### config.mk
export PLATFORM = sky130hd
export DESIGN_NAME = tmoe_regs
export DESIGN_NICKNAME = d
export VERILOG_FILES = /design/src/hw/tmoe_pkg.sv /design/src/hw/tmoe_pin_if.sv /design/src/hw/tmoe_pin_stage.sv /design/src/hw/tmoe_regs.sv
export SDC_FILE = /design/constraint.sdc
export NUM_CORES = 1
export LEC_CHECK = 0
export BUFFER_PORTS_ARGS = -buffer_cell sky130_fd_sc_hd__clkbuf_2
export CORE_MARGIN = 5
export CORE_UTILIZATION = 36
export DETAILED_ROUTE_END_ITERATION = 10
export PLACE_DENSITY = 0.74
export SYNTH_ARGS = -nofsm -noshare
export SYNTH_HDL_FRONTEND = slang
export SYNTH_SLANG_ARGS = --single-unit
### constraint.sdc
create_clock -name i_clk -period 1.8 [get_ports i_clk]
set_input_delay 0.27 -clock i_clk [delete_from_list [all_inputs] [get_ports i_clk]]
set_output_delay 0.27 -clock i_clk [all_outputs]
set_load 0.03 [all_outputs]
### src/hw/tmoe_pkg.sv
// Purpose: Shared constants for the timing output enable register bank
// Assumes: 16-bit parallel register port on the device clock
// Notes: Offsets are word addresses on the parallel port
package tmoe_pkg;
  localparam int DATA_W = 16;
  localparam int ADDR_W = 14;
  localparam logic [ADDR_W-1:0] SW_RESET_CTRL_ADDR = 14'h0002;
  localparam logic [ADDR_W-1:0] TIMING_OUT_EN_ADDR = 14'h0003;
  localparam logic [DATA_W-1:0] SW_RESET_CTRL_RST = 16'h0000;
  localparam logic [DATA_W-1:0] TIMING_OUT_EN_RST = 16'h0000;
  // Field positions
  localparam int SWITCH_SOFT_RESET_BIT = 1;
  localparam int CLK_PULSE_PAIR0_DRIVE_EN = 0;
  localparam int CLK_PULSE_PAIR_CNT = 4;
  localparam int OFFSET_PULSE0_DRIVE_EN = 6;
  localparam int OFFSET_PULSE1_DRIVE_EN = 7;
  localparam int OFFSET_PULSE2_DRIVE_EN = 8;
  localparam int OFFSET_PULSE_CNT = 3;
  // Writable bits; reserved bits hold zero and read zero
  localparam logic [DATA_W-1:0] SW_RESET_CTRL_MASK = 16'h0002;
  localparam logic [DATA_W-1:0] TIMING_OUT_EN_MASK = 16'h01cf;
endpackage : tmoe_pkg

### src/hw/tmoe_pin_if.sv
// Purpose: Carries pin values and drive enables to the pin stage
// Assumes: One instance per group of output-only pins
// Notes: Output enable high means the pin is driven
`timescale 1ns/10ps
`default_nettype none
interface tmoe_pin_if #(parameter int N = 1);
  logic [N-1:0] dat;
  logic [N-1:0] en;
  modport ctl (output dat, output en);
  modport drv (input dat, input en);
endinterface : tmoe_pin_if
`default_nettype wire

### src/hw/tmoe_pin_stage.sv
// Purpose: Registers pin data and output enables of one pin group
// Assumes: Values come from logic on the same clock
// Notes: Resets to released pins, data parked low
`timescale 1ns/10ps
`default_nettype none
module tmoe_pin_stage #(
  parameter int N = 1
) (
  input wire logic i_clk,
  input wire logic i_rst_b,
  tmoe_pin_if.drv pins,
  output logic [N-1:0] o_pin,
  output logic [N-1:0] o_pin_oe
);
  logic [N-1:0] next_pin;
  logic [N-1:0] next_oe;
  genvar g;
  generate
    for (g = 0; g < N; g++) begin : g_pin
      // Low enable releases the pin; data is parked low then
      always_comb begin
        next_oe[g] = pins.en[g];
        next_pin[g] = pins.en[g] & pins.dat[g];
      end
    end
  endgenerate
  always_ff @(posedge i_clk) begin
    if (!i_rst_b) begin
      o_pin <= '0;
      o_pin_oe <= '0;
    end else begin
      o_pin <= next_pin;
      o_pin_oe <= next_oe;
    end
  end
endmodule : tmoe_pin_stage
`default_nettype wire

### src/hw/tmoe_regs.sv
// Purpose: Software reset and timing output enable registers
// Assumes: Parallel port strobes are synchronous to i_clk
// Notes: Enables take effect on the pins two edges after the write
//
// Contract
// - Bit 7 high drives offset pulse one
// - Bit 7 low releases offset pulse one
// - Bit 6 high drives offset pulse zero
// - Bit 6 low releases offset pulse zero
`timescale 1ns/10ps
`default_nettype none
module tmoe_regs (
  input wire logic i_clk,
  input wire logic i_rst_b,
  input wire logic i_sel,
  input wire logic i_wr,
  input wire logic [tmoe_pkg::ADDR_W-1:0] i_addr,
  input wire logic [tmoe_pkg::DATA_W-1:0] i_wdata,
  output logic [tmoe_pkg::DATA_W-1:0] o_rdata,
  output logic o_switch_soft_reset,
  input wire logic [tmoe_pkg::CLK_PULSE_PAIR_CNT-1:0] i_timing_clock,
  input wire logic [tmoe_pkg::CLK_PULSE_PAIR_CNT-1:0] i_frame_pulse,
  input wire logic [tmoe_pkg::OFFSET_PULSE_CNT-1:0] i_offset_pulse,
  output logic [tmoe_pkg::CLK_PULSE_PAIR_CNT-1:0] o_timing_clock_out,
  output logic [tmoe_pkg::CLK_PULSE_PAIR_CNT-1:0] o_timing_clock_out_oe,
  output logic [tmoe_pkg::CLK_PULSE_PAIR_CNT-1:0] o_frame_pulse_out,
  output logic [tmoe_pkg::CLK_PULSE_PAIR_CNT-1:0] o_frame_pulse_out_oe,
  output logic [tmoe_pkg::OFFSET_PULSE_CNT-1:0] o_offset_frame_pulse_out,
  output logic [tmoe_pkg::OFFSET_PULSE_CNT-1:0] o_offset_frame_pulse_out_oe
);
  localparam int NP = tmoe_pkg::CLK_PULSE_PAIR_CNT;
  localparam int NO = tmoe_pkg::OFFSET_PULSE_CNT;

  logic [tmoe_pkg::DATA_W-1:0] software_reset_control;
  logic [tmoe_pkg::DATA_W-1:0] timing_output_enable;
  logic [tmoe_pkg::DATA_W-1:0] next_software_reset_control;
  logic [tmoe_pkg::DATA_W-1:0] next_timing_output_enable;
  logic [tmoe_pkg::DATA_W-1:0] next_rdata;
  logic next_switch_soft_reset;
  logic [NP-1:0] pair_en;
  logic [NO-1:0] offset_en;

  tmoe_pin_if #(.N(NP)) clk_pins ();
  tmoe_pin_if #(.N(NP)) fp_pins ();
  tmoe_pin_if #(.N(NO)) off_pins ();

  // Register write and read path
  always_comb begin
    next_software_reset_control = software_reset_control;
    next_timing_output_enable = timing_output_enable;
    next_rdata = '0;
    if (i_sel && i_wr) begin
      if (i_addr == tmoe_pkg::SW_RESET_CTRL_ADDR) begin
        next_software_reset_control = i_wdata & tmoe_pkg::SW_RESET_CTRL_MASK;
      end
      if (i_addr == tmoe_pkg::TIMING_OUT_EN_ADDR) begin
        next_timing_output_enable = i_wdata & tmoe_pkg::TIMING_OUT_EN_MASK;
      end
    end
    // Unmapped addresses read as zero
    if (i_sel && !i_wr) begin
      if (i_addr == tmoe_pkg::SW_RESET_CTRL_ADDR) begin
        next_rdata = software_reset_control;
      end else if (i_addr == tmoe_pkg::TIMING_OUT_EN_ADDR) begin
        next_rdata = timing_output_enable;
      end
    end
    // Switching blocks stay in reset while the bit is low
    next_switch_soft_reset = ~next_software_reset_control[tmoe_pkg::SWITCH_SOFT_RESET_BIT];
  end

  always_ff @(posedge i_clk) begin
    if (!i_rst_b) begin
      software_reset_control <= tmoe_pkg::SW_RESET_CTRL_RST;
      timing_output_enable <= tmoe_pkg::TIMING_OUT_EN_RST;
      o_rdata <= '0;
      o_switch_soft_reset <= 1'b1;
    end else begin
      software_reset_control <= next_software_reset_control;
      timing_output_enable <= next_timing_output_enable;
      o_rdata <= next_rdata;
      o_switch_soft_reset <= next_switch_soft_reset;
    end
  end

  // Enable field decode
  always_comb begin
    pair_en = timing_output_enable[tmoe_pkg::CLK_PULSE_PAIR0_DRIVE_EN +: NP];
    offset_en[0] = timing_output_enable[tmoe_pkg::OFFSET_PULSE0_DRIVE_EN];
    offset_en[1] = timing_output_enable[tmoe_pkg::OFFSET_PULSE1_DRIVE_EN];
    offset_en[2] = timing_output_enable[tmoe_pkg::OFFSET_PULSE2_DRIVE_EN];
  end

  // one enable covers clock and pulse
  assign clk_pins.dat = i_timing_clock;
  assign clk_pins.en = pair_en;
  assign fp_pins.dat = i_frame_pulse;
  assign fp_pins.en = pair_en;
  assign off_pins.dat = i_offset_pulse;
  assign off_pins.en = offset_en;

  tmoe_pin_stage #(.N(NP)) u_clk_stage (
    .i_clk(i_clk),
    .i_rst_b(i_rst_b),
    .pins(clk_pins.drv),
    .o_pin(o_timing_clock_out),
    .o_pin_oe(o_timing_clock_out_oe)
  );
  tmoe_pin_stage #(.N(NP)) u_fp_stage (
    .i_clk(i_clk),
    .i_rst_b(i_rst_b),
    .pins(fp_pins.drv),
    .o_pin(o_frame_pulse_out),
    .o_pin_oe(o_frame_pulse_out_oe)
  );
  tmoe_pin_stage #(.N(NO)) u_off_stage (
    .i_clk(i_clk),
    .i_rst_b(i_rst_b),
    .pins(off_pins.drv),
    .o_pin(o_offset_frame_pulse_out),
    .o_pin_oe(o_offset_frame_pulse_out_oe)
  );
endmodule : tmoe_regs
`default_nettype wire

==> results of run 1 <==
## metal layers
layer	global-route usage [%]	vias to the layer above	wire length, um
met5	0	-	0
met4	7.59	0	46
met3	3.49	6	268
met2	17.5	41	1140
met1	11.5	426	965
li1	-	484	-
## cells in the mapped netlist, drive strengths merged
master	count	share of area, %
nand4b	1	0.73
mux2	1	0.94
nand2	15	4.7
mux2i	9	7.5
conb	1	0.31
or4bb	1	0.94
dfxtp	34	57
or4b	1	1.2
nor2b	1	0.52
or4	2	1.6
buf	13	8.2
clkbuf	3	0.94
nor4	3	3.4
nand4bb	1	0.94
inv	7	2.2
and3	17	8.9
## kinds of logic after synthesis
| kind of cell | after synthesis |
|---|---|
| buffers and inverters | 23 |
| multiplexers | 10 |
| other | 1 |
| AND/OR/NAND/NOR | 42 |
| flip-flops | 34 |
## flip-flops by register name, summed over array words and instances, names as in the netlist, named ones only
name                  flops
o_switch_soft_reset       1
o_rdata                   7
u_off_stage.o_pin_oe      3
u_clk_stage.o_pin         4
u_fp_stage.o_pin          4
u_fp_stage.o_pin_oe       4
timing_output_enable      7
u_off_stage.o_pin         3
## through the flow
step           setup TNS [ns]  hold slack, ns  cell area (um^2)
2_1_floorplan               0           0.412              1220
3_3_place_gp         -0.00188           0.454              1550
3_5_place_dp         -0.00599           0.457              1550
5_1_grt                     0           0.161              1600
6_report                    0           0.172              1600
4_1_cts                     0           0.161              1600
## area by class of cell
| class | instances | area [um^2] | area share, % |
|---|---|---|---|
| sequential | 34 | 681 | 42.7 |
| multi-input combinational | 61 | 408 | 25.6 |
| timing repair buffer | 72 | 378 | 23.7 |
| tap | 46 | 57.6 | 3.61 |
| clock buffer | 7 | 45.0 | 2.82 |
| inverter | 7 | 26.3 | 1.65 |
## critical path, stage by stage
cell and delay [ns]:
clkbuf_2 0.08, or4b_4 0.57, nor4_1 0.38, mux2_2 0.37
## final timing paths
path	from	end	slack, ns
worst min-delay path	i_wdata[6]	timing_output_enable[6]	0.17
worst min register to register	timing_output_enable[6]	u_off_stage.o_pin_oe[0]	0.47
worst max-delay path	i_addr[12]	o_switch_soft_reset	0.35
worst max register to register	flip-flop	o_switch_soft_reset	1.03
## power by group
part | switching [W] | internal (W) | total [W]
clock | 0.000214 | 0.000147 | 0.000362
combinational | 0.0000523 | 0.0000377 | 0.0000900
sequential | 0.00000000276 | 0.000751 | 0.000751
total | 0.000267 | 0.000936 | 0.00120
==> results by group, run 1 <==
Routing
  – Iteration-0 DRC Markers: 46
  – DR vias: ~960
  – Post-Route WL: 2.42 mm
  – DR WL/cell: about 11 um
  – Vias/cell: ~4.2
  – Antenna-violating nets left: 0
  – Remaining DRCs: 0
  – Router iterations before antenna repair: 2

GRT
  – Largest net degree at the start of global routing: 16
  – First-pass GRT wire length: approximately 3.6 mm
  – GRT Overall Usage: 10.7%
  – GR Overflow Total: 0
  – Initial antenna violation count: 0
  – Vias in the first global route: 855

CTS
  – Clk slew on worst S/H paths: around 0.090 ns
  – Clock Sinks: 34
  – TritonCTS clock tree: yes
  – Cts hold-fix bufs: 0
  – H-tree levels: 2
  – Clock network latency to the later pin of the worst-skew pair: about 0.32 ns
  – CTS resizes: 0
  – CTS Buffer Depth: 2
  – CTS Buf Count: 5
  – Setup Fix Bufs, Post-CTS: 0
  – Clock root cell: clkbuf_4

Placement
  – IO buf count: 65
  – Dpl cells: between 200 and 250
  – GPL Wtd Cong: 0.750
  – Post-DP HPWL: 1.97 mm
  – Worst slack at placement: -0.00599 ns

Hold path
  – Worst Hold Path Cells: 3
  – HP Class: in2reg

Final layout
  – # fillers: just over 300
  – Final net count: 226
  – Final non-filler cell total: 227
  – Commonest non-fill, non-tap cells in the layout: clkbuf_2, dfxtp_1, and3_1
  – Share of layout cells above drive strength 1: 45.3%
  – Area growth, synth to finish: 33.6%
  – Core Util, Final: 48.6%
  – Most common cell after layout, fill and taps aside: clkbuf_2
  – Ant. Diodes: 0

Synthesis
  – Post-synthesis compound-gate area fraction: 0%
  – Cell Area, Synth: approximately 1200 um^2
  – Adder-cell area share of the yosys netlist: 0%
  – Mux share of post-synthesis cell area: 8.49%
  – Synth warn: 0
  – Netlist cell types: 19
  – Post-Syn Area per Cell: 10.9 um^2
  – Xor/xnor share of the synthesized area: 0%
  – Sequential fraction of the synthesis area: 57.0%
  – Largest family of logic cells by synthesized area: simple AND/OR/NAND/NOR gates
  – Post-Synthesis Cells: 110
  – Post-Synth Simple-Gate Area: 22.9%
  – Register bit total from synthesis: 34

Floorplan
  – Die Area: 4570 um^2
  – Boundary Pins: 84
  – Core area: 3280 um^2
  – Initial core utilization: 36.3%
  – Row cnt: 21
  – Die X-Extent: 67.6 um
  – Die Height: 67.6 um

STA
  – Max Clock Skew: 0.00522 ns
  – Final setup viols: 0
  – Minimum clock period: 1.45 ns
  – FMAX: slightly below 700 MHz
  – Final WS setup: 0.348 ns
  – RSZ-0062 raised after global routing: false
  – Final hold vios: 0
  – Final Max Tran Viols: 0
  – Fin crit share: between 80% and 90%

Setup path
  – Critical Path Start Type: primary input
  – CP Capture Type: flip-flop
  – Worst Path Arrival: ~1.7 ns
  – Worst Path Max Fanout: 3
  – Kind of critical path: in2reg
  – Cells on worst reg2reg path: 2
  – Data required, critical path: approximately 2.0 ns

Power and ir drop
  – Pwr Total: 0.00120 W
  – Pleak: a little under 0.9 nW
  – PwrDens: between 700 and 800 nW/um^2
  – VDD IR max: 0.209 mV

Job
  – Max cap viols: 0

Status
  – Run status: finished, final reports clean
(Power assumes the default switching activity.)
==> run 2, diff against run 1 <==
==> constraint.sdc (replaced) <==
create_clock -name i_clk -period 1.3 [get_ports i_clk]
set_input_delay 0.195 -clock i_clk [delete_from_list [all_inputs] [get_ports i_clk]]
set_output_delay 0.195 -clock i_clk [all_outputs]
set_load 0.03 [all_outputs]
==> results by group, run 2 (same netlist as run 1, synthesis figures left out) <==
Setup path
  – Kind of critical path: in2reg
  – Reg2Reg Setup Slack: 0.53 ns (-0.50 ns)
  – Cells on worst reg2reg path: 2 (unchanged)
  – Critical Path Start Type: primary input
  – Worst Path Max Fanout: 3 (unchanged)
  – Data required, critical path: 1.51 ns (-0.51 ns)
  – Worst Path Arrival: 1.51 ns (-0.16 ns)
  – Reg-to-reg endpoint: o_switch_soft_reset
  – CP Capture Type: flip-flop

Routing
  – Iteration-0 DRC Markers: 53 (+15%)
  – Router iterations before antenna repair: 4 (+2)
  – Remaining DRCs: 0 (unchanged)
  – Vias/cell: 4.18 (-0.85%)
  – Antenna-violating nets left: 0 (unchanged)
  – Post-Route WL: 2.51 mm (+3.7%)
  – DR WL/cell: 11.0 um (+3.2%)
  – DR vias: 953 (-0.42%)

Placement
  – Post-DP HPWL: 2.01 mm (+2.2%)
  – GPL Wtd Cong: 0.720 (-4.0%)
  – IO buf count: 65 (unchanged)
  – Worst slack at placement: -0.422 ns (-0.416 ns)
  – Cell area after placement: 1570 um^2 (+0.97%)

Hold path
  – Min-delay src: i_wdata[3]
  – Hold path endpoint: timing_output_enable[3]
  – HP Class: in2reg
  – Worst Hold Path Cells: 3 (unchanged)

Power and ir drop
  – PwrDens: 1020 nW/um^2 (+36%)
  – VDD IR max: 0.301 mV (+44%)
  – Pleak: 0.925 nW (+3.7%)

Final layout
  – Final net count: 227 (+0.44%)
  – Area growth, synth to finish: 37.4%
  – Commonest non-fill, non-tap cells in the layout: clkbuf_2, dfxtp_1, and3_1
  – Most common cell after layout, fill and taps aside: clkbuf_2
  – Ant. Diodes: 0 (unchanged)
  – Largest regs: o_rdata (7), timing_output_enable (7)
  – Share of layout cells above drive strength 1: 47.8% (+2.5 points)
  – Final instance area: 1640 um^2 (+2.8%)

Floorplan
  – Core area: 3280 um^2 (unchanged)
  – Boundary Pins: 84 (unchanged)
  – Die X-Extent: 67.6 um (unchanged)
  – Row cnt: 21 (unchanged)
  – Initial core utilization: 36.3% (unchanged)
  – Die Height: 67.6 um (unchanged)
  – Die Area: 4570 um^2 (unchanged)

CTS
  – Clock network latency to the later pin of the worst-skew pair: 0.31 ns (about the same)
  – Clock root cell: clkbuf_4
  – Cts hold-fix bufs: 0 (unchanged)
  – TritonCTS clock tree: yes
  – CTS Buf Count: 5 (unchanged)
  – CTS Buffer Depth: 2 (unchanged)
  – Clk slew on worst S/H paths: 0.09 ns (about the same)
  – H-tree levels: 2 (unchanged)
  – Clock Sinks: 34 (unchanged)

STA
  – FMAX: around 770 MHz
  – Fin crit share: 100%
  – Minimum clock period: 1.30 ns
  – Max Clock Skew: 0.00267 ns (-0.00255 ns)
  – RSZ-0062 raised after global routing: true
  – Final hold vios: 0 (unchanged)
  – Final setup viols: 1 (+1)
  – Final Max Tran Viols: 0 (unchanged)
  – Final WS setup: -0.00316 ns (-0.351 ns)

GRT
  – Initial antenna violation count: 0 (unchanged)
  – Largest net degree at the start of global routing: 21 (+5)
  – Vias in the first global route: 857 (+0.23%)
  – GRT Overall Usage: 10.7% (-0.031 points)
  – First-pass GRT wire length: 3.62 mm (+0.58%)
  – GR Overflow Total: 0 (unchanged)

Status
  – Run status: finished with violations
  – Failing checks: setup timing

Job
  – Max cap viols: 0 (unchanged)
[run 2: cell types whose count changed in the layout (fill, tap and decap cells not counted), sizes merged]
cell	change
clkbuf	-2
clkinv	+2
buf	+1
[run 2: metal layers]
metal,vias to the layer above,track usage [%],share of wire [%]
met5,-,0,0
met4,0,6.84,2.1
met3,5,3.00,11
met2,43,16.9,46
met1,419,12.5,41
li1,486,-,-
[run 2: cell type report]
| cell class | count | area (um^2) |
|---|---|---|
| fill | 310 | 1640 |
| sequential | 34 | 681 |
| multi-input combinational | 61 | 430 |
| timing repair buffer | 73 | 398 |
| tap | 46 | 57.6 |
| clock buffer | 5 | 37.5 |
| inverter | 7 | 26.3 |
| clock inverter | 2 | 10.0 |
[run 2: timing repair]
item / in CTS / in global routing
setup buffers: 1 / 1
gates resized for setup: 2 / 0
setup endpoints to repair: 1 / 12
pin swaps: 2 / 3
[run 2: per-stage QoR]
stage	power (W)	hold WS, ns	util, %	TNS [ns]	cells
after floorplan	0.00115	0.337	-	-3.17	118
after global placement	0.00119	0.428	47.7	-4.31	219
after detailed placement	0.00119	0.433	47.7	-4.46	219
after CTS	0.00170	0.0902	49.7	0	227
after global routing	0.00175	0.0925	49.9	-0.0851	228
final	0.00168	0.0969	49.9	-0.00316	228
[run 2: how the worst max path moves through the flow]
stage,to,startpoint,depth (start not counted)
4_1_cts,o_switch_soft_reset,i_addr[10],4
2_1_floorplan,o_switch_soft_reset,i_addr[12],3
3_3_place_gp,o_switch_soft_reset,i_addr[12],4
5_1_grt,timing_output_enable[0],i_addr[2],5
3_5_place_dp,o_switch_soft_reset,i_addr[12],4
6_report,o_switch_soft_reset,i_addr[9],4
[run 2: power breakdown]
group / leakage (nW) / switching [W] / total (W) / internal [W]
Sequential: 0.274 / 0.00000000387 / 0.00104 / 0.00104
Clock: 0.0308 / 0.000310 / 0.000505 / 0.000194
Combinational: 0.621 / 0.0000759 / 0.000131 / 0.0000552
Total: 0.925 / 0.000386 / 0.00168 / 0.00129
[run 2: critical path: stages]
cell	delay (ns)
clkbuf_2	0.08
or4_4	0.57
nor4_4	0.34
mux2_4	0.32
